===== config.mk =====
export PLATFORM = sky130hd
export DESIGN_NAME = coverage_stencil_front
export DESIGN_NICKNAME = d
export VERILOG_FILES = /design/src/core/cov_stencil_pkg.sv /design/src/core/alpha_coverage_unit.sv /design/src/core/stencil_sample_unit.sv /design/src/core/coverage_stencil_front.sv
export SDC_FILE = /design/constraint.sdc
export NUM_CORES = 1
export LEC_CHECK = 0
export ABC_AREA = 1
export BUFFER_PORTS_ARGS = -buffer_cell sky130_fd_sc_hd__buf_4
export CAP_MARGIN = 20
export CORE_AREA = 2 2 193 195
export DETAILED_ROUTE_END_ITERATION = 12
export DIE_AREA = 0 0 195 197
export GPL_TIMING_DRIVEN = 0
export PLACE_DENSITY = 0.65
export SLEW_MARGIN = 20
export SYNTH_ARGS = -nofsm -noshare
export SYNTH_HDL_FRONTEND = slang
export SYNTH_SLANG_ARGS = --single-unit

===== constraint.sdc =====
create_clock -name clk_in -period 2.6 [get_ports clk_in]
set_input_delay 0.13 -clock clk_in [delete_from_list [all_inputs] [get_ports clk_in]]
set_output_delay 0.13 -clock clk_in [all_outputs]
set_load 0.02 [all_outputs]

===== src/core/cov_stencil_pkg.sv =====
// Constants, encodings and rules of the coverage and stencil stage
// How it works
// - A shader coverage output is ANDed into the fragment coverage.
// - No active shader or no coverage output leaves coverage unchanged.
// - Alpha comes from colour output zero; integer outputs skip both alpha steps.
// - Alpha-to-coverage ANDs an alpha-derived mask into coverage.
// - Set-bit count follows clamped alpha; the pattern rotates with pixel position.
// - Alpha-to-one forces fixed maximum or float 1.0, else alpha passes.
// - Order: shader mask, then alpha-to-coverage, then alpha-to-one.
// - Depth bounds pass when low <= stored depth <= high, else coverage clears.
// - Without depth attachment or with the check off, bounds always pass.
// - Bounds are static unless runtime setting is on, then latest runtime values; a load in the fragment's own cycle applies only from the next cycle.
// - Stencil compares stored value with reference and updates the stored value.
// - Stencil check off: no compare, no write, coverage untouched.
// - Two independent stencil sets, front and back, each with full parameters.
// - Stencil compare failure applies the stencil-fail action.
// - Stencil and depth pass apply pass action; depth failure applies depth-fail.
// - Only compare-mask bits take part in the stencil comparison.
// - Only write-mask bits of the stored stencil value are modified.
// - Separate controls for depth check, depth writes and depth compare function.
// - Compare functions 0..7 with masked reference left, masked stored right.
// - Reference clamps to stencil range; both operands ANDed with compare mask.
// - Update actions 0..7: keep, zero, replace, sat inc, sat dec, invert, wrap inc, wrap dec.
// - Depth and stencil work only on samples whose coverage bit is set.
package cov_stencil_pkg;
    localparam int SAMPLES = 4;
    localparam int STENCIL_W = 8;
    localparam int DEPTH_W = 16;
    localparam int ALPHA_W = 16;
    localparam int FACES = 2;
    localparam int FACE_FRONT = 0;
    localparam int FACE_BACK = 1;
    // Comparison function encodings
    localparam logic [2:0] CMP_NEVER = 3'h0;
    localparam logic [2:0] CMP_LESS = 3'h1;
    localparam logic [2:0] CMP_EQUAL = 3'h2;
    localparam logic [2:0] CMP_LEQUAL = 3'h3;
    localparam logic [2:0] CMP_GREATER = 3'h4;
    localparam logic [2:0] CMP_NOTEQUAL = 3'h5;
    localparam logic [2:0] CMP_GEQUAL = 3'h6;
    localparam logic [2:0] CMP_ALWAYS = 3'h7;
    // Stencil update action encodings
    localparam logic [2:0] ACT_KEEP = 3'h0;
    localparam logic [2:0] ACT_ZERO = 3'h1;
    localparam logic [2:0] ACT_REPLACE = 3'h2;
    localparam logic [2:0] ACT_INC_SAT = 3'h3;
    localparam logic [2:0] ACT_DEC_SAT = 3'h4;
    localparam logic [2:0] ACT_INVERT = 3'h5;
    localparam logic [2:0] ACT_INC_WRAP = 3'h6;
    localparam logic [2:0] ACT_DEC_WRAP = 3'h7;
    // Stencil range and alpha forms
    localparam logic [STENCIL_W-1:0] STENCIL_MAX = 8'hff;
    localparam logic [ALPHA_W-1:0] ALPHA_FIXED_MAX = 16'hffff;
    localparam logic [ALPHA_W-1:0] ALPHA_FLOAT_ONE = 16'h3c00;
    localparam logic [4:0] HALF_EXP_BIAS = 5'h0f;
    localparam logic [SAMPLES-1:0] COV_ALL = 4'hf;
endpackage : cov_stencil_pkg


===== src/core/alpha_coverage_unit.sv =====
// Shader coverage mask, alpha-to-coverage and alpha-to-one, combinational
`timescale 1ns/1ps
module alpha_coverage_unit (
    input wire logic [cov_stencil_pkg::SAMPLES-1:0] coverage_in,
    input wire logic shader_active_in,
    input wire logic shader_has_mask_in,
    input wire logic shader_mask_written_in,
    input wire logic [cov_stencil_pkg::SAMPLES-1:0] shader_coverage_out_in,
    input wire logic [cov_stencil_pkg::ALPHA_W-1:0] alpha_in,
    input wire logic alpha_integer_in,
    input wire logic target_float_in,
    input wire logic alpha_derived_mask_on_in,
    input wire logic alpha_force_max_on_in,
    input wire logic [1:0] pixel_x_in,
    input wire logic [1:0] pixel_y_in,
    output logic [cov_stencil_pkg::SAMPLES-1:0] coverage_out,
    output logic [cov_stencil_pkg::ALPHA_W-1:0] alpha_out
);
    import cov_stencil_pkg::*;

    logic [SAMPLES-1:0] shader_cov;
    logic [SAMPLES-1:0] ones_mask;
    logic [SAMPLES-1:0] alpha_mask;
    logic [2:0] level;
    logic [10:0] frac;
    logic [12:0] scaled;
    logic [1:0] rot;

    // Shader mask first; an unwritten mask ANDs all ones, so runs repeat
    always_comb begin
        shader_cov = coverage_in;
        if (shader_active_in && shader_has_mask_in) begin
            shader_cov = coverage_in & (shader_mask_written_in ? shader_coverage_out_in : COV_ALL);
        end
    end

    // Alpha to a 0..4 sample count, clamped to the unit range
    always_comb begin
        frac = 11'h000;
        scaled = 13'h0000;
        level = 3'h0;
        if (target_float_in) begin
            if (alpha_in[15] || alpha_in[14:10] == 5'h00) begin
                level = 3'h0; // Negative and tiny values count as zero
            end else if (alpha_in[14:10] >= HALF_EXP_BIAS) begin
                level = 3'h4;
            end else begin
                frac = {1'b1, alpha_in[9:0]} >> (HALF_EXP_BIAS - alpha_in[14:10]);
                scaled = {frac, 2'b00} + 13'h0200;
                level = 3'(scaled[12:10]);
            end
        end else begin
            scaled = 13'({alpha_in[15:8], 2'b00} + 10'h080);
            level = 3'(scaled[10:8]);
            if (alpha_in == ALPHA_FIXED_MAX) begin
                level = 3'h4;
            end
        end
    end

    // Rotating by pixel spreads partial masks across neighbours
    always_comb begin
        ones_mask = SAMPLES'((5'h01 << level) - 5'h01);
        rot = pixel_x_in + pixel_y_in;
        alpha_mask = SAMPLES'({ones_mask, ones_mask} >> rot);
    end

    // Alpha steps follow the shader mask and are skipped for integer outputs
    always_comb begin
        coverage_out = shader_cov;
        alpha_out = alpha_in;
        if (!alpha_integer_in) begin
            if (alpha_derived_mask_on_in) begin
                coverage_out = shader_cov & alpha_mask;
            end
            if (alpha_force_max_on_in) begin
                alpha_out = target_float_in ? ALPHA_FLOAT_ONE : ALPHA_FIXED_MAX;
            end
        end
    end
endmodule : alpha_coverage_unit


===== src/core/stencil_sample_unit.sv =====
// Stencil compare and update for one sample, combinational
`timescale 1ns/1ps
module stencil_sample_unit (
    input wire logic covered_in,
    input wire logic stencil_check_on_in,
    input wire logic [cov_stencil_pkg::STENCIL_W-1:0] stored_in,
    input wire logic [cov_stencil_pkg::STENCIL_W-1:0] reference_in,
    input wire logic [cov_stencil_pkg::STENCIL_W-1:0] select_bits_in,
    input wire logic [cov_stencil_pkg::STENCIL_W-1:0] update_bits_in,
    input wire logic [2:0] compare_func_in,
    input wire logic [2:0] fail_action_in,
    input wire logic [2:0] pass_action_in,
    input wire logic [2:0] zfail_action_in,
    input wire logic z_pass_in,
    output logic covered_out,
    output logic write_out,
    output logic [cov_stencil_pkg::STENCIL_W-1:0] data_out
);
    import cov_stencil_pkg::*;

    logic [STENCIL_W-1:0] ref_m;
    logic [STENCIL_W-1:0] st_m;
    logic pass;
    logic [2:0] action;
    logic [STENCIL_W-1:0] updated;

    // Masked compare, reference on the left
    always_comb begin
        ref_m = reference_in & select_bits_in;
        st_m = stored_in & select_bits_in;
        case (compare_func_in)
            CMP_NEVER: pass = 1'b0;
            CMP_LESS: pass = ref_m < st_m;
            CMP_EQUAL: pass = ref_m == st_m;
            CMP_LEQUAL: pass = ref_m <= st_m;
            CMP_GREATER: pass = ref_m > st_m;
            CMP_NOTEQUAL: pass = ref_m != st_m;
            CMP_GEQUAL: pass = ref_m >= st_m;
            default: pass = 1'b1;
        endcase
    end

    // Action choice and its effect on the stored value
    always_comb begin
        action = !pass ? fail_action_in : (z_pass_in ? pass_action_in : zfail_action_in);
        case (action)
            ACT_KEEP: updated = stored_in;
            ACT_ZERO: updated = '0;
            ACT_REPLACE: updated = reference_in;
            ACT_INC_SAT: updated = (stored_in == STENCIL_MAX) ? stored_in : stored_in + 8'h01;
            ACT_DEC_SAT: updated = (stored_in == '0) ? stored_in : stored_in - 8'h01;
            ACT_INVERT: updated = ~stored_in;
            ACT_INC_WRAP: updated = stored_in + 8'h01;
            default: updated = stored_in - 8'h01;
        endcase
    end

    // Uncovered samples and a disabled check change nothing
    always_comb begin
        covered_out = covered_in;
        write_out = 1'b0;
        data_out = stored_in;
        if (covered_in && stencil_check_on_in) begin
            covered_out = pass;
            write_out = 1'b1;
            data_out = (stored_in & ~update_bits_in) | (updated & update_bits_in);
        end
    end
endmodule : stencil_sample_unit


===== src/core/coverage_stencil_front.sv =====
// Per-sample coverage, depth bounds and stencil front end, one registered stage
`timescale 1ns/1ps
module coverage_stencil_front (
    input wire logic clk_in,
    input wire logic rst_in,
    input wire logic frag_valid_in,
    input wire logic [cov_stencil_pkg::SAMPLES-1:0] frag_coverage_in,
    input wire logic shader_active_in,
    input wire logic shader_has_mask_in,
    input wire logic shader_mask_written_in,
    input wire logic [cov_stencil_pkg::SAMPLES-1:0] shader_coverage_out_in,
    input wire logic [cov_stencil_pkg::ALPHA_W-1:0] alpha_in,
    input wire logic alpha_integer_in,
    input wire logic target_float_in,
    input wire logic [1:0] pixel_x_in,
    input wire logic [1:0] pixel_y_in,
    input wire logic polygon_in,
    input wire logic back_facing_in,
    input wire logic alpha_derived_mask_on_in,
    input wire logic alpha_force_max_on_in,
    input wire logic z_check_on_in,
    input wire logic z_store_on_in,
    input wire logic [2:0] z_compare_func_in,
    input wire logic depth_attached_in,
    input wire logic z_range_check_on_in,
    input wire logic [cov_stencil_pkg::DEPTH_W-1:0] z_range_low_in,
    input wire logic [cov_stencil_pkg::DEPTH_W-1:0] z_range_high_in,
    input wire logic z_range_runtime_set_in,
    input wire logic runtime_load_in,
    input wire logic [cov_stencil_pkg::DEPTH_W-1:0] runtime_low_in,
    input wire logic [cov_stencil_pkg::DEPTH_W-1:0] runtime_high_in,
    input wire logic stencil_check_on_in,
    input wire logic [cov_stencil_pkg::FACES-1:0][2:0] stencil_fail_action_in,
    input wire logic [cov_stencil_pkg::FACES-1:0][2:0] both_pass_action_in,
    input wire logic [cov_stencil_pkg::FACES-1:0][2:0] z_fail_action_in,
    input wire logic [cov_stencil_pkg::FACES-1:0][2:0] stencil_compare_func_in,
    input wire logic [cov_stencil_pkg::FACES-1:0][31:0] stencil_select_bits_in,
    input wire logic [cov_stencil_pkg::FACES-1:0][31:0] stencil_update_bits_in,
    input wire logic [cov_stencil_pkg::FACES-1:0][31:0] stencil_reference_in,
    input wire logic [cov_stencil_pkg::SAMPLES-1:0][cov_stencil_pkg::DEPTH_W-1:0] stored_depth_in,
    input wire logic [cov_stencil_pkg::SAMPLES-1:0][cov_stencil_pkg::STENCIL_W-1:0] stored_stencil_in,
    input wire logic [cov_stencil_pkg::SAMPLES-1:0] z_pass_in,
    output logic frag_valid_out,
    output logic [cov_stencil_pkg::SAMPLES-1:0] coverage_out,
    output logic frag_killed_out,
    output logic [cov_stencil_pkg::ALPHA_W-1:0] alpha_out,
    output logic [cov_stencil_pkg::SAMPLES-1:0] stencil_write_out,
    output logic [cov_stencil_pkg::SAMPLES-1:0][cov_stencil_pkg::STENCIL_W-1:0] stencil_data_out,
    output logic z_check_on_out,
    output logic z_store_on_out,
    output logic [2:0] z_compare_func_out
);
    import cov_stencil_pkg::*;

    typedef struct packed {
        logic valid;
        logic [SAMPLES-1:0] cov;
        logic killed;
        logic [ALPHA_W-1:0] alpha;
        logic [SAMPLES-1:0] swr;
        logic [SAMPLES-1:0][STENCIL_W-1:0] sdata;
        logic zon;
        logic zst;
        logic [2:0] zfunc;
        logic [DEPTH_W-1:0] rt_low;
        logic [DEPTH_W-1:0] rt_high;
    } state_type;

    state_type state_r;
    state_type state_nxt;

    logic [SAMPLES-1:0] ms_cov;
    logic [ALPHA_W-1:0] ms_alpha;
    logic [SAMPLES-1:0] bounds_cov;
    logic [SAMPLES-1:0] st_cov;
    logic [SAMPLES-1:0] st_wr;
    logic [SAMPLES-1:0][STENCIL_W-1:0] st_data;
    logic [DEPTH_W-1:0] low_used;
    logic [DEPTH_W-1:0] high_used;
    logic face;
    logic [STENCIL_W-1:0] ref_clamped;
    logic [SAMPLES-1:0] z_ok;

    // Multisample coverage and alpha steps
    alpha_coverage_unit u_alpha (
        .coverage_in(frag_coverage_in),
        .shader_active_in(shader_active_in),
        .shader_has_mask_in(shader_has_mask_in),
        .shader_mask_written_in(shader_mask_written_in),
        .shader_coverage_out_in(shader_coverage_out_in),
        .alpha_in(alpha_in),
        .alpha_integer_in(alpha_integer_in),
        .target_float_in(target_float_in),
        .alpha_derived_mask_on_in(alpha_derived_mask_on_in),
        .alpha_force_max_on_in(alpha_force_max_on_in),
        .pixel_x_in(pixel_x_in),
        .pixel_y_in(pixel_y_in),
        .coverage_out(ms_cov),
        .alpha_out(ms_alpha)
    );

    // Bound source and stencil face selection
    always_comb begin
        low_used = z_range_runtime_set_in ? state_r.rt_low : z_range_low_in;
        high_used = z_range_runtime_set_in ? state_r.rt_high : z_range_high_in;
        face = polygon_in && back_facing_in;
        ref_clamped = (stencil_reference_in[face] > 32'(STENCIL_MAX)) ? STENCIL_MAX
            : stencil_reference_in[face][STENCIL_W-1:0];
    end

    // Per-sample bounds then stencil; depth passes when its check is off
    for (genvar s = 0; s < SAMPLES; s++) begin : g_sample
        always_comb begin
            bounds_cov[s] = ms_cov[s];
            if (ms_cov[s] && depth_attached_in && z_range_check_on_in) begin
                bounds_cov[s] = (stored_depth_in[s] >= low_used) && (stored_depth_in[s] <= high_used);
            end
            z_ok[s] = !z_check_on_in || z_pass_in[s];
        end

        stencil_sample_unit u_stencil (
            .covered_in(bounds_cov[s]),
            .stencil_check_on_in(stencil_check_on_in),
            .stored_in(stored_stencil_in[s]),
            .reference_in(ref_clamped),
            .select_bits_in(stencil_select_bits_in[face][STENCIL_W-1:0]),
            .update_bits_in(stencil_update_bits_in[face][STENCIL_W-1:0]),
            .compare_func_in(stencil_compare_func_in[face]),
            .fail_action_in(stencil_fail_action_in[face]),
            .pass_action_in(both_pass_action_in[face]),
            .zfail_action_in(z_fail_action_in[face]),
            .z_pass_in(z_ok[s]),
            .covered_out(st_cov[s]),
            .write_out(st_wr[s]),
            .data_out(st_data[s])
        );
    end

    // Next state: results register one cycle after a fragment
    always_comb begin
        state_nxt = state_r;
        state_nxt.valid = frag_valid_in;
        state_nxt.swr = '0;
        if (frag_valid_in) begin
            state_nxt.cov = st_cov;
            state_nxt.killed = (st_cov == '0);
            state_nxt.alpha = ms_alpha;
            state_nxt.swr = st_wr;
            state_nxt.sdata = st_data;
            state_nxt.zon = z_check_on_in;
            state_nxt.zst = z_store_on_in;
            state_nxt.zfunc = z_compare_func_in;
        end
        // Runtime bounds always track the latest load, even between fragments
        if (runtime_load_in) begin
            state_nxt.rt_low = runtime_low_in;
            state_nxt.rt_high = runtime_high_in;
        end
    end

    always_ff @(posedge clk_in or posedge rst_in) begin
        if (rst_in) begin
            state_r <= '0;
        end else begin
            state_r <= state_nxt;
        end
    end

    // Outputs straight from the state register
    assign frag_valid_out = state_r.valid;
    assign coverage_out = state_r.cov;
    assign frag_killed_out = state_r.killed;
    assign alpha_out = state_r.alpha;
    assign stencil_write_out = state_r.swr;
    assign stencil_data_out = state_r.sdata;
    assign z_check_on_out = state_r.zon;
    assign z_store_on_out = state_r.zst;
    assign z_compare_func_out = state_r.zfunc;

    // Checks
    chk_cov_subset: assert property (@(posedge clk_in) disable iff (rst_in)
        frag_valid_in |=> (coverage_out & ~$past(frag_coverage_in)) == '0)
        else $error("coverage grew");

    chk_shader_and: assert property (@(posedge clk_in) disable iff (rst_in)
        frag_valid_in && shader_active_in && shader_has_mask_in && shader_mask_written_in
        |=> (coverage_out & ~$past(shader_coverage_out_in)) == '0)
        else $error("shader coverage mask not applied");

    chk_int_alpha: assert property (@(posedge clk_in) disable iff (rst_in)
        frag_valid_in && alpha_integer_in |=> alpha_out == $past(alpha_in))
        else $error("integer alpha modified");

    chk_force_fixed: assert property (@(posedge clk_in) disable iff (rst_in)
        frag_valid_in && alpha_force_max_on_in && !alpha_integer_in && !target_float_in
        |=> alpha_out == ALPHA_FIXED_MAX)
        else $error("fixed alpha not forced");

    chk_stencil_off: assert property (@(posedge clk_in) disable iff (rst_in)
        frag_valid_in && !stencil_check_on_in && !z_range_check_on_in
        |=> stencil_write_out == '0 && coverage_out == $past(ms_cov))
        else $error("disabled stencil acted");

    chk_skip_uncov: assert property (@(posedge clk_in) disable iff (rst_in)
        frag_valid_in |=> (stencil_write_out & ~$past(frag_coverage_in)) == '0)
        else $error("uncovered sample written");

    chk_bounds_off: assert property (@(posedge clk_in) disable iff (rst_in)
        frag_valid_in && !depth_attached_in && !stencil_check_on_in |=> coverage_out == $past(ms_cov))
        else $error("bounds check acted unattached");

    chk_runtime_hold: assert property (@(posedge clk_in) disable iff (rst_in)
        runtime_load_in ##1 !runtime_load_in [*2] |-> state_r.rt_low == $past(runtime_low_in, 2))
        else $error("runtime lower bound not held");

    chk_z_ctrl: assert property (@(posedge clk_in) disable iff (rst_in)
        frag_valid_in |=> z_store_on_out == $past(z_store_on_in) && z_compare_func_out == $past(z_compare_func_in))
        else $error("depth controls lost");

    chk_killed_flag: assert property (@(posedge clk_in) disable iff (rst_in)
        frag_valid_out |-> frag_killed_out == (coverage_out == '0))
        else $error("kill flag wrong");

    for (genvar k = 0; k < SAMPLES; k++) begin : g_chk
        chk_write_mask: assert property (@(posedge clk_in) disable iff (rst_in)
            frag_valid_in && st_wr[k] |=> ((stencil_data_out[k] ^ $past(stored_stencil_in[k]))
            & ~$past(stencil_update_bits_in[face][STENCIL_W-1:0])) == '0)
            else $error("bits outside write mask changed");
    end
endmodule : coverage_stencil_front


### Yosys cells after proc, flatten, opt, wreduce, memory -nomap -nowiden

Cells that the tools add are included.

* register bits: 95
* input port bits: 430
* output and inout bits: 63

* add/sub/neg operators: 13
* magnitude comparators: 27
* eq/ne operators: 43
* shift-type cells: 3
* mux-type cells: 69
* bitwise logic cells: 24
* reduce and logical (&&, ||, !) cells: 35

Operators by type and width (number)
* $pmux W8 S7: 4
* $mux W8: 17
* $and A8 B8 Y8: 13
* $mux W16: 5
* $ge A16 B16 Y1: 4
* $le A16 B16 Y1: 4
* $mux W32: 2
* $mux W3: 20
* $eq A3 B3 Y1 const B: 15
* $mux W41: 1
* $not A8 Y8: 5
* $add A8 B1 Y8 const B: 4
* $eq A8 B8 Y1: 4
* $eq A8 B8 Y1 const B: 4
* $ge A8 B8 Y1: 4
* $gt A32 B8 Y1 const B: 1
* $gt A8 B8 Y1: 4
* $le A8 B8 Y1: 4
* $logic_not A8 Y1: 4
* $lt A8 B8 Y1: 4
* $ne A8 B8 Y1: 4
* $or A8 B8 Y8: 4
* $sub A8 B1 Y8 const B: 4
* $eq A3 B2 Y1 const B: 10
* 22 further kinds: 69

### Longest topological paths before layout

Gate-level depths: netlist of run 1.

* depth after elaboration: 18
* mapped depth: 31
* mapped depth without buffers: 30

### Modules after synthesis

A second synthesis of run 1 with hierarchy kept.

* cells, all modules: 2537
* area, all modules: 14985.6 sq um

By module, submodules not included
* coverage_stencil_front: instances 1, cells each 1118, area an instance 8046.5 sq um, sequential area each 2377.3 sq um
* stencil_sample_unit: instances 4, cells each 318, area an instance 1544.0 sq um, sequential area each 0.0 sq um
* alpha_coverage_unit: instances 1, cells each 147, area an instance 763.2 sq um, sequential area each 0.0 sq um

### Worst setup path after synthesis of run 1

OpenSTA, ideal clock, no wires.

* kind: input to register
* from: in polygon_in
* to: reg state_r, in the netlist stencil_data_out[7]
* arrival time: 3610 ps
* required time: 2479 ps
* path slack: -1131 ps
* stages on the path: 27
* path buffers: 4
* cell sequence: nand2_2 -> buf_6 -> buf_2 -> buf_1 -> buf_1 -> mux2i_1 -> a21oi_1 -> ha_1 -> nand4_1 -> nor2_1 -> nand4_2 -> nand2_1 -> o21ai_1 -> nor2_1 -> nand2_1 -> nor2_4 -> nand2_4 -> nand2_1 -> nand2_1 -> nand2_2 -> inv_2 -> nand2_1 -> nand2_2 -> nand2_1 -> nand2_1 -> o21bai_1 -> nand2_1

* word-level cells in the longest chain between the ends: 14
* elaborated cells on any way between the ends: 48
* classes of those cells: order compare (5); eq/ne (14); mux (20); bitwise (6); reduce/logical (3)

Ends and longest elaborated chain
* start, declared: RTL line coverage_stencil_front.sv:17 `input wire logic polygon_in,`
* $logic_and A1 B1 Y1 *: RTL line coverage_stencil_front.sv:106 `face = polygon_in && back_facing_in;`
* $mux W32 (implied by the code) (2 in a row): RTL line coverage_stencil_front.sv:108 `: stencil_reference_in[face][STENCIL_W-1:0];`
* $gt A32 B8 Y1: RTL line coverage_stencil_front.sv:107 `ref_clamped = (stencil_reference_in[face] > 32'(STENCIL_MAX)) ? STENCIL_MAX`
* $mux W8: RTL line coverage_stencil_front.sv:107
* $and A8 B8 Y8: RTL line stencil_sample_unit.sv:29 `ref_m = reference_in & select_bits_in;`
* $ge A8 B8 Y1 (tied with other cells): RTL line stencil_sample_unit.sv:38 `CMP_GEQUAL: pass = ref_m >= st_m;`
* $pmux W1 S7: RTL line stencil_sample_unit.sv:31 `case (compare_func_in)`
* $mux W3: RTL line stencil_sample_unit.sv:45 `action = !pass ? fail_action_in : (z_pass_in ? pass_action_in : zfail_action_in);`
* $eq A3 B3 Y1 (tied with other cells): RTL line stencil_sample_unit.sv:46 `case (action)`
* $pmux W8 S7: RTL line stencil_sample_unit.sv:46
* $and A8 B8 Y8: RTL line stencil_sample_unit.sv:66 `data_out = (stored_in & ~update_bits_in) | (updated & update_bits_in);`
* $or A8 B8 Y8 *: RTL line stencil_sample_unit.sv:66
* $mux W8 *: RTL line stencil_sample_unit.sv:63 `if (covered_in && stencil_check_on_in) begin`
* end signal, assigned: RTL line coverage_stencil_front.sv:165 `state_r <= state_nxt;`
* end, declared: RTL line coverage_stencil_front.sv:69 `state_type state_r;`

Mark *: on every way between the ends. The rest lies on a longest branch, timed or not. The select of a mux whose other input is x is not followed.
A chain may end at the register's enable or synchronous reset.

### Final worst setup path of run 1

* from: in stencil_reference_in[28] in the netlist's numbering
* to: reg state_r, in the netlist stencil_data_out[31]

* word-level cells in the longest chain between the ends: 13
* elaborated cells on any way between the ends: 24
* classes of those cells: order compare (5); eq/ne (8); mux (7); bitwise (3); reduce/logical (1)

Ends and longest elaborated chain
* start, declared: RTL line coverage_stencil_front.sv:39 `input wire logic [cov_stencil_pkg::FACES-1:0][31:0] stencil_reference_in,`
* $mux W32 * (2 in a row)
* $gt A32 B8 Y1 *: RTL line coverage_stencil_front.sv:107
* $mux W8 *: RTL line coverage_stencil_front.sv:107
* $and A8 B8 Y8: RTL line stencil_sample_unit.sv:29
* $ge A8 B8 Y1 (tied with other cells): RTL line stencil_sample_unit.sv:38
* $pmux W1 S7: RTL line stencil_sample_unit.sv:31
* $mux W3: RTL line stencil_sample_unit.sv:45
* $eq A3 B3 Y1 (tied with other cells): RTL line stencil_sample_unit.sv:46
* $pmux W8 S7 *: RTL line stencil_sample_unit.sv:46
* $and A8 B8 Y8 *: RTL line stencil_sample_unit.sv:66
* $or A8 B8 Y8 *: RTL line stencil_sample_unit.sv:66
* $mux W8 *: RTL line stencil_sample_unit.sv:63

Marked as above.

==> flow_summary.ini, run 1 <==
[placement]
dp_slack_ns = -1.79
place_congestion = 0.967
port_buffers = 384
dpl.hpwl_um = 49000
place_area_um2 = 17400

[logic_synthesis]
syn_nets = 2795
ys.warnings.count = 0
synth_cell_type_count = 59
synth_top_area_share_pct = 19.1
synth_area_leader_cell = nand2_1
synth-edff-count = 0
async_flop_share_pct = 100
synth-main-ff-cell = dfrtp_1
synth_area_leaders = nand2_1 (19%), dfrtp_1 (18%), ha_1 (16%)
ys_ff_latch = 95
synth.avg_cell_area_um2 = 6.17
syn_inst = 2193
synthesis.area_um2 = 13500
synth-seq-area-share_pct = 17.6

[setup_path]
worst_r2r_path_depth = 17
cp-start-kind = primary input
cp.arrival_ns = 3.69
critPathMaxFanout = 8
cp-end-kind = flip-flop
crit_required_ns = 2.85
rr_endpoint = stencil_data_out[31]
cp_slowest_cell = ha_4
crit-reg2reg-launch = state_r[26]
path_class = in -> reg
critPathBufInv = 3
cp.depth = 28
slowest_delay_ns = 0.31
worst_path_dominant_cell_family = simple AND/OR/NAND/NOR gates
worst-r2r-setup-slack_ns = -0.45

[drt]
dr_wl_met2_um = 28500
vias = 16700
wire_per_inst_um = 18.9
drt_pre_antenna_iters = 9
drcViolationCount = 0
initialDrtViolationCount = 1104
m1WireLength_um = 25200
totalWireLength_um = 59300
drtAntennaViolNets = 0
wl_met3_um = 4090
top_layer = met4
via_per_inst = 5.32

[die]
die_w_um = 195
start_util_pct = 37.3
rows = 70
io_pins = 493
core_area_um2 = 36300
die-area_um2 = 38400
die_y_um = 197

[grt]
grt_pass1_wl_um = 90400
grt_overflow_total = 0
antenna_found_initial = 4
grt_max_degree = 34
grt_usage_pct = 30.1
grt_pass1_vias = 16200

[cts]
cts_buffers = 9
cts_sinks = 95
cts_buffer_depth = 2
cts_root_buffer = clkbuf_16
clk_pin_slew_ns = 0.08
worstSkewPairLatency_ns = 0.36
cts_tree = yes
htreeDepth = 3

[timing]
postLayoutSetupSlackWorst_ns = -0.840
worst_pin_slew_ns = 1.33
fin_crit_sh_pct = 132
hold_violations = 0
fmax_mhz = 291
period_minus_slack_ns = 3.44
clock-skew-final_ns = 0.00999
maxSlewViolCount = 0
grt_setup_unrepaired = true
slew_headroom_pct = 10.2
setup_viol = 38

[final_layout]
area.growth.synth_to_final_pct = 46.4
stdcell_area_um2 = 19800
nets = 3270
drive_gt1_share_pct = 33.0

[worst_hold_path]
hold_class = in -> reg
hold_depth = 3
hp-start = runtime_high_in[6]
holdPathEnd = state_r[6]

[run_status]
run_status = complete, but fails checks
violations = setup timing

[power]
power.density_nw_per_um2 = 393
ir_worst_vdd_v = 0.000458
power_mw = 7.79
leakagePower_nw = 10.2

[flow_run]
max-cap-violations = 0
## worst max-delay path by stage
stage	endpoint	start	slack, ns
6_report	stencil_data_out[31]	stencil_reference_in[28]	-0.84
5_1_grt	stencil_data_out[7]	back_facing_in	-1.05
4_1_cts	stencil_data_out[7]	stencil_reference_in[28]	-0.77
3_5_place_dp	stencil_data_out[10]	polygon_in	-1.79
3_3_place_gp	stencil_data_out[10]	polygon_in	-1.77
2_1_floorplan	stencil_data_out[7]	polygon_in	-0.54
## metrics by stage
stage | hold WS (ns) | instances | TNS, ns | util, %
after global placement | 0.249 | 3045 | -61.35 | 47.9
after floorplan | 0.161 | 2193 | -15.78 | -
after global routing | 0.00700 | 3144 | -33.96 | 54.6
after CTS | 0.00407 | 3124 | -22.19 | 52.4
after detailed placement | 0.181 | 3048 | -62.78 | 48.1
final | 0.0106 | 3145 | -25.87 | 54.6
## final cells by class
| cell class | count | area, um^2 |
|---|---|---|
| antenna | 4 | 10.0 |
| clock inverter | 7 | 65.1 |
| inverter | 220 | 847 |
| tap | 468 | 586 |
| sequential | 95 | 2380 |
| timing repair buffer | 463 | 3670 |
| buffer | 106 | 746 |
| fill | 3559 | 16500 |
| multi-input combinational | 1773 | 11300 |
| clock buffer | 9 | 225 |
## cell families after synthesis
logic type | count (synthesis) | share of synthesized area [%]
xor+xnor | 47 | 3.04
mux | 7 | 0.518
buf+inv | 326 | 10.8
compound gates | 366 | 15.2
flops | 95 | 17.6
fa+ha+maj | 172 | 15.9
simple gates | 1180 | 36.9
## cells in the mapped netlist (18+ instances only)
library cell,number
nand2_1,689
nor2_1,236
inv_1,204
ha_1,172
o21ai_0,150
a21oi_1,135
nand3_1,110
dfrtp_1,95
buf_4,59
xor2_1,46
clkbuf_1,42
nand4_1,41
nor3_1,29
nand2_2,18
## routing by layer
metal  global-route usage (%)  vias up
met3                     3.80       86
met5                        0        -
li1                         -     8118
met2                     53.3      693
met4                     7.83        0
met1                     38.7     7842
## power by group
group	internal, mW	switching [mW]
Clock	0.672	0.666
Sequential	1.63	0.0800
Combinational	1.93	2.82
Total	4.23	3.56
## state kept, by name, summed over array words and instances (netlist names)
| register | count |
|---|---|
| stencil_data_out | 32 |
| coverage_out | 4 |
| z_compare_func_out | 3 |
| stencil_write_out | 4 |
| state_r | 32 |
| frag_valid_out | 1 |
| z_check_on_out | 1 |
| frag_killed_out | 1 |
| z_store_on_out | 1 |
| alpha_out | 16 |
## timing repair
action / CTS / global route
hold endpoints to repair: 28 / 0
cloned: 1 / 0
pin swaps: 96 / 102
setup endpoints to repair: 41 / 41
resized for setup: 221 / 174
setup buffers: 47 / 17
hold buffers: 12 / 0
## cell usage in the layout (no fill, tap or decap), types with 20 or more instances in the layout
cell	netlist	layout
o21ai_0	150	96
a21oi_1	135	112
nand2_1	689	610
nor2_4	6	20
o21ai_2	4	33
inv_1	204	189
nand4_1	41	41
dfrtp_1	95	95
buf_6	2	21
xor2_1	46	46
buf_4	59	482
nor2_2	8	23
nor2_1	236	207
ha_1	172	156
clkbuf_1	42	31
nor3_1	29	25
o21ai_1	14	34
nand3_2	8	31
nand2_2	18	54
nand3_1	110	70
nand2_4	1	39
## worst min-delay path, delay by kind of cell
family                 cells  cell delay [ns]
AOI/OAI and AO/OA          1             0.08
buffers and inverters      1             0.08
and+or+nand+nor            1             0.04
No activity file was read; power rests on OpenSTA's default activity.
==> run 2, diff against run 1 <==
--- a/config.mk
+++ b/config.mk
@@ -13,6 +13,7 @@
 export DIE_AREA = 0 0 195 197
 export GPL_TIMING_DRIVEN = 0
 export PLACE_DENSITY = 0.65
+export SKIP_LAST_GASP = 1
 export SLEW_MARGIN = 20
 export SYNTH_ARGS = -nofsm -noshare
 export SYNTH_HDL_FRONTEND = slang
==> run 2 against run 1 <==
  * The run ends with DRC, setup timing left
  * Combinational power about the same
  * Final cell count about the same
  * Utilization is 0.24 points lower
  * Wire length grew 0.34%
  * Sequential cell count is the same
  * Sequential power barely moved
  * Die area did not move
  * Non-clock buffer count grew 2
  * Clock skew is 0.00096 ns lower
  * Maximum frequency is 0.21% higher
  * Critical endpoint unchanged
==> flow_summary.ini, run 2 (same netlist as run 1, synthesis figures left out) <==
[run_status]
run_status = complete, but fails checks
violations = DRC, setup timing

[cts]
cts_buffers = 9
cts_buffer_depth = 2
cts_sinks = 95
htreeDepth = 3
clk_pin_slew_ns = 0.08
cts_tree = yes
worstSkewPairLatency_ns = 0.36
cts_root_buffer = clkbuf_16

[timing]
maxSlewViolCount = 0
setup_viol = 38
worst_pin_slew_ns = 1.26
fmax_mhz = 291
grt_setup_unrepaired = true
postLayoutSetupSlackWorst_ns = -0.833
holdWs_ns = 0.00630
clock-skew-final_ns = 0.00903
hold_violations = 0
slew_headroom_pct = 15.0
fin_crit_sh_pct = 132
period_minus_slack_ns = 3.43

[final_layout]
area.growth.synth_to_final_pct = 45.8
final_common_cell = nand2_1
layout_common_cells = nand2_1 (623), buf_4 (486), nor2_1 (213)
stdcell_area_um2 = 19700
drive_gt1_share_pct = 32.0
nets = 3272
fillers = 3581

[worst_hold_path]
holdPathEnd = state_r[0]
hold_class = in -> reg
hold_depth = 3
hp-start = runtime_high_in[0]

[drt]
top_layer = met4
wl_met3_um = 4130
dr_wl_met2_um = 28500
drt_pre_antenna_iters = 10
vias = 16800
via_per_inst = 5.33
drcViolationCount = 2
wire_per_inst_um = 18.9
drtAntennaViolNets = 0
m1WireLength_um = 25400
totalWireLength_um = 59500
initialDrtViolationCount = 1043

[grt]
grt_max_degree = 34
antenna_found_initial = 4
grt_pass1_wl_um = 90300
grt_pass1_vias = 16200
grt_usage_pct = 30.1
grt_overflow_total = 0

[power]
leakagePower_nw = 10.1
power.density_nw_per_um2 = 394
ir_worst_vdd_v = 0.000465

[placement]
port_buffers = 384
dpl.hpwl_um = 49000
place_area_um2 = 17400
place_congestion = 0.967

[setup_path]
rr_endpoint = stencil_data_out[31]
cp.arrival_ns = 3.68
worst-r2r-setup-slack_ns = -0.49
cp-start-kind = primary input
crit-reg2reg-launch = state_r[26]
cp-end-kind = flip-flop
critPathMaxFanout = 8
crit_required_ns = 2.85
path_class = in -> reg
worst_r2r_path_depth = 17

[die]
die_y_um = 197
rows = 70
die-area_um2 = 38400
die_w_um = 195
core_area_um2 = 36300
start_util_pct = 37.3
io_pins = 493

[flow_run]
max-cap-violations = 0
[run 2: cell count changes in the layout (fill, tap and decap cells not counted), moves of 5 or more]
cell / delta
nand2_1: +13
nand2_2: -10
nor2_1: +6
nand3_2: -5
o21ai_0: +5
[run 2: worst max path at each step]
stage / start / end / slack, ns / depth (start not counted)
6_report: stencil_reference_in[28] / stencil_data_out[31] / -0.83 / 28
3_3_place_gp: polygon_in / stencil_data_out[10] / -1.77 / 26
5_1_grt: back_facing_in / stencil_data_out[7] / -1.05 / 29
4_1_cts: stencil_reference_in[28] / stencil_data_out[7] / -0.77 / 28
2_1_floorplan: polygon_in / stencil_data_out[7] / -0.54 / 29
3_5_place_dp: polygon_in / stencil_data_out[10] / -1.79 / 26
[run 2: through the flow]
stage          cells  util, %  setup WS, ns  setup TNS [ns]  power [mW]
6_report        3147     54.4        -0.833          -25.20        7.76
5_1_grt         3146     54.4         -1.05          -33.81        8.27
4_1_cts         3124     52.3        -0.768          -22.36        7.39
3_5_place_dp    3048     48.1         -1.79          -62.78        5.61
3_3_place_gp    3045     47.9         -1.77          -61.35        5.51
2_1_floorplan   2193        -        -0.545          -15.78        4.16
[run 2: timing repair]
action,CTS,global route
endpoints found under the hold margin,28,0
setup endpoints to repair,41,41
hold buffers,12,0
resized for setup,213,141
pin swaps,95,69
gates cloned,1,0
setup buffers,47,19
[run 2: worst max-delay path, stage by stage]
cell and delay (ns):
buf_6 0.09, or2_4 0.24, nor2_4 0.10, nand2_2 0.07, nand2_4 0.08, nand2_4 0.06, nor2_4 0.16, clkbuf_16 0.19
a21oi_4 0.11, ha_4 0.30, nand4_1 0.13, nor2_1 0.13, nand4_1 0.21, nand2_1 0.15, nand2_2 0.05, nor2_2 0.09
nand2_2 0.09, a21oi_4 0.29, nand3_2 0.16, nand2_4 0.19, buf_6 0.12, nor2_4 0.05, nand2_1 0.06, nand3_1 0.09
nor2_1 0.09, nand2_1 0.06, nand2_1 0.13, nand2_1 0.06
[run 2: power by group]
group	total (mW)	internal, mW	switching (mW)
sequential	1.71	1.63	0.0800
combinational	4.71	1.91	2.79
clock	1.34	0.672	0.671
total	7.76	4.21	3.55
[run 2: cell type report]
cell class | count | area (um^2) | share of cell area [%]
multi-input cells | 1773 | 11200 | 56.7
clock inverters | 7 | 65.1 | 0.330
plain buffers | 106 | 746 | 3.78
well taps | 468 | 586 | 2.97
diodes | 4 | 10.0 | 0.0508
repair buffers | 465 | 3690 | 18.7
flip-flops and latches | 95 | 2380 | 12.1
inverters | 220 | 845 | 4.28
clock buffers | 9 | 225 | 1.14
[run 2: routing by layer]
layer  track usage [%]  up-vias
li1                  -     8119
met1              38.8     7820
met2              53.3      748
met3              3.68       85
met4              7.83        0
met5                 0        -
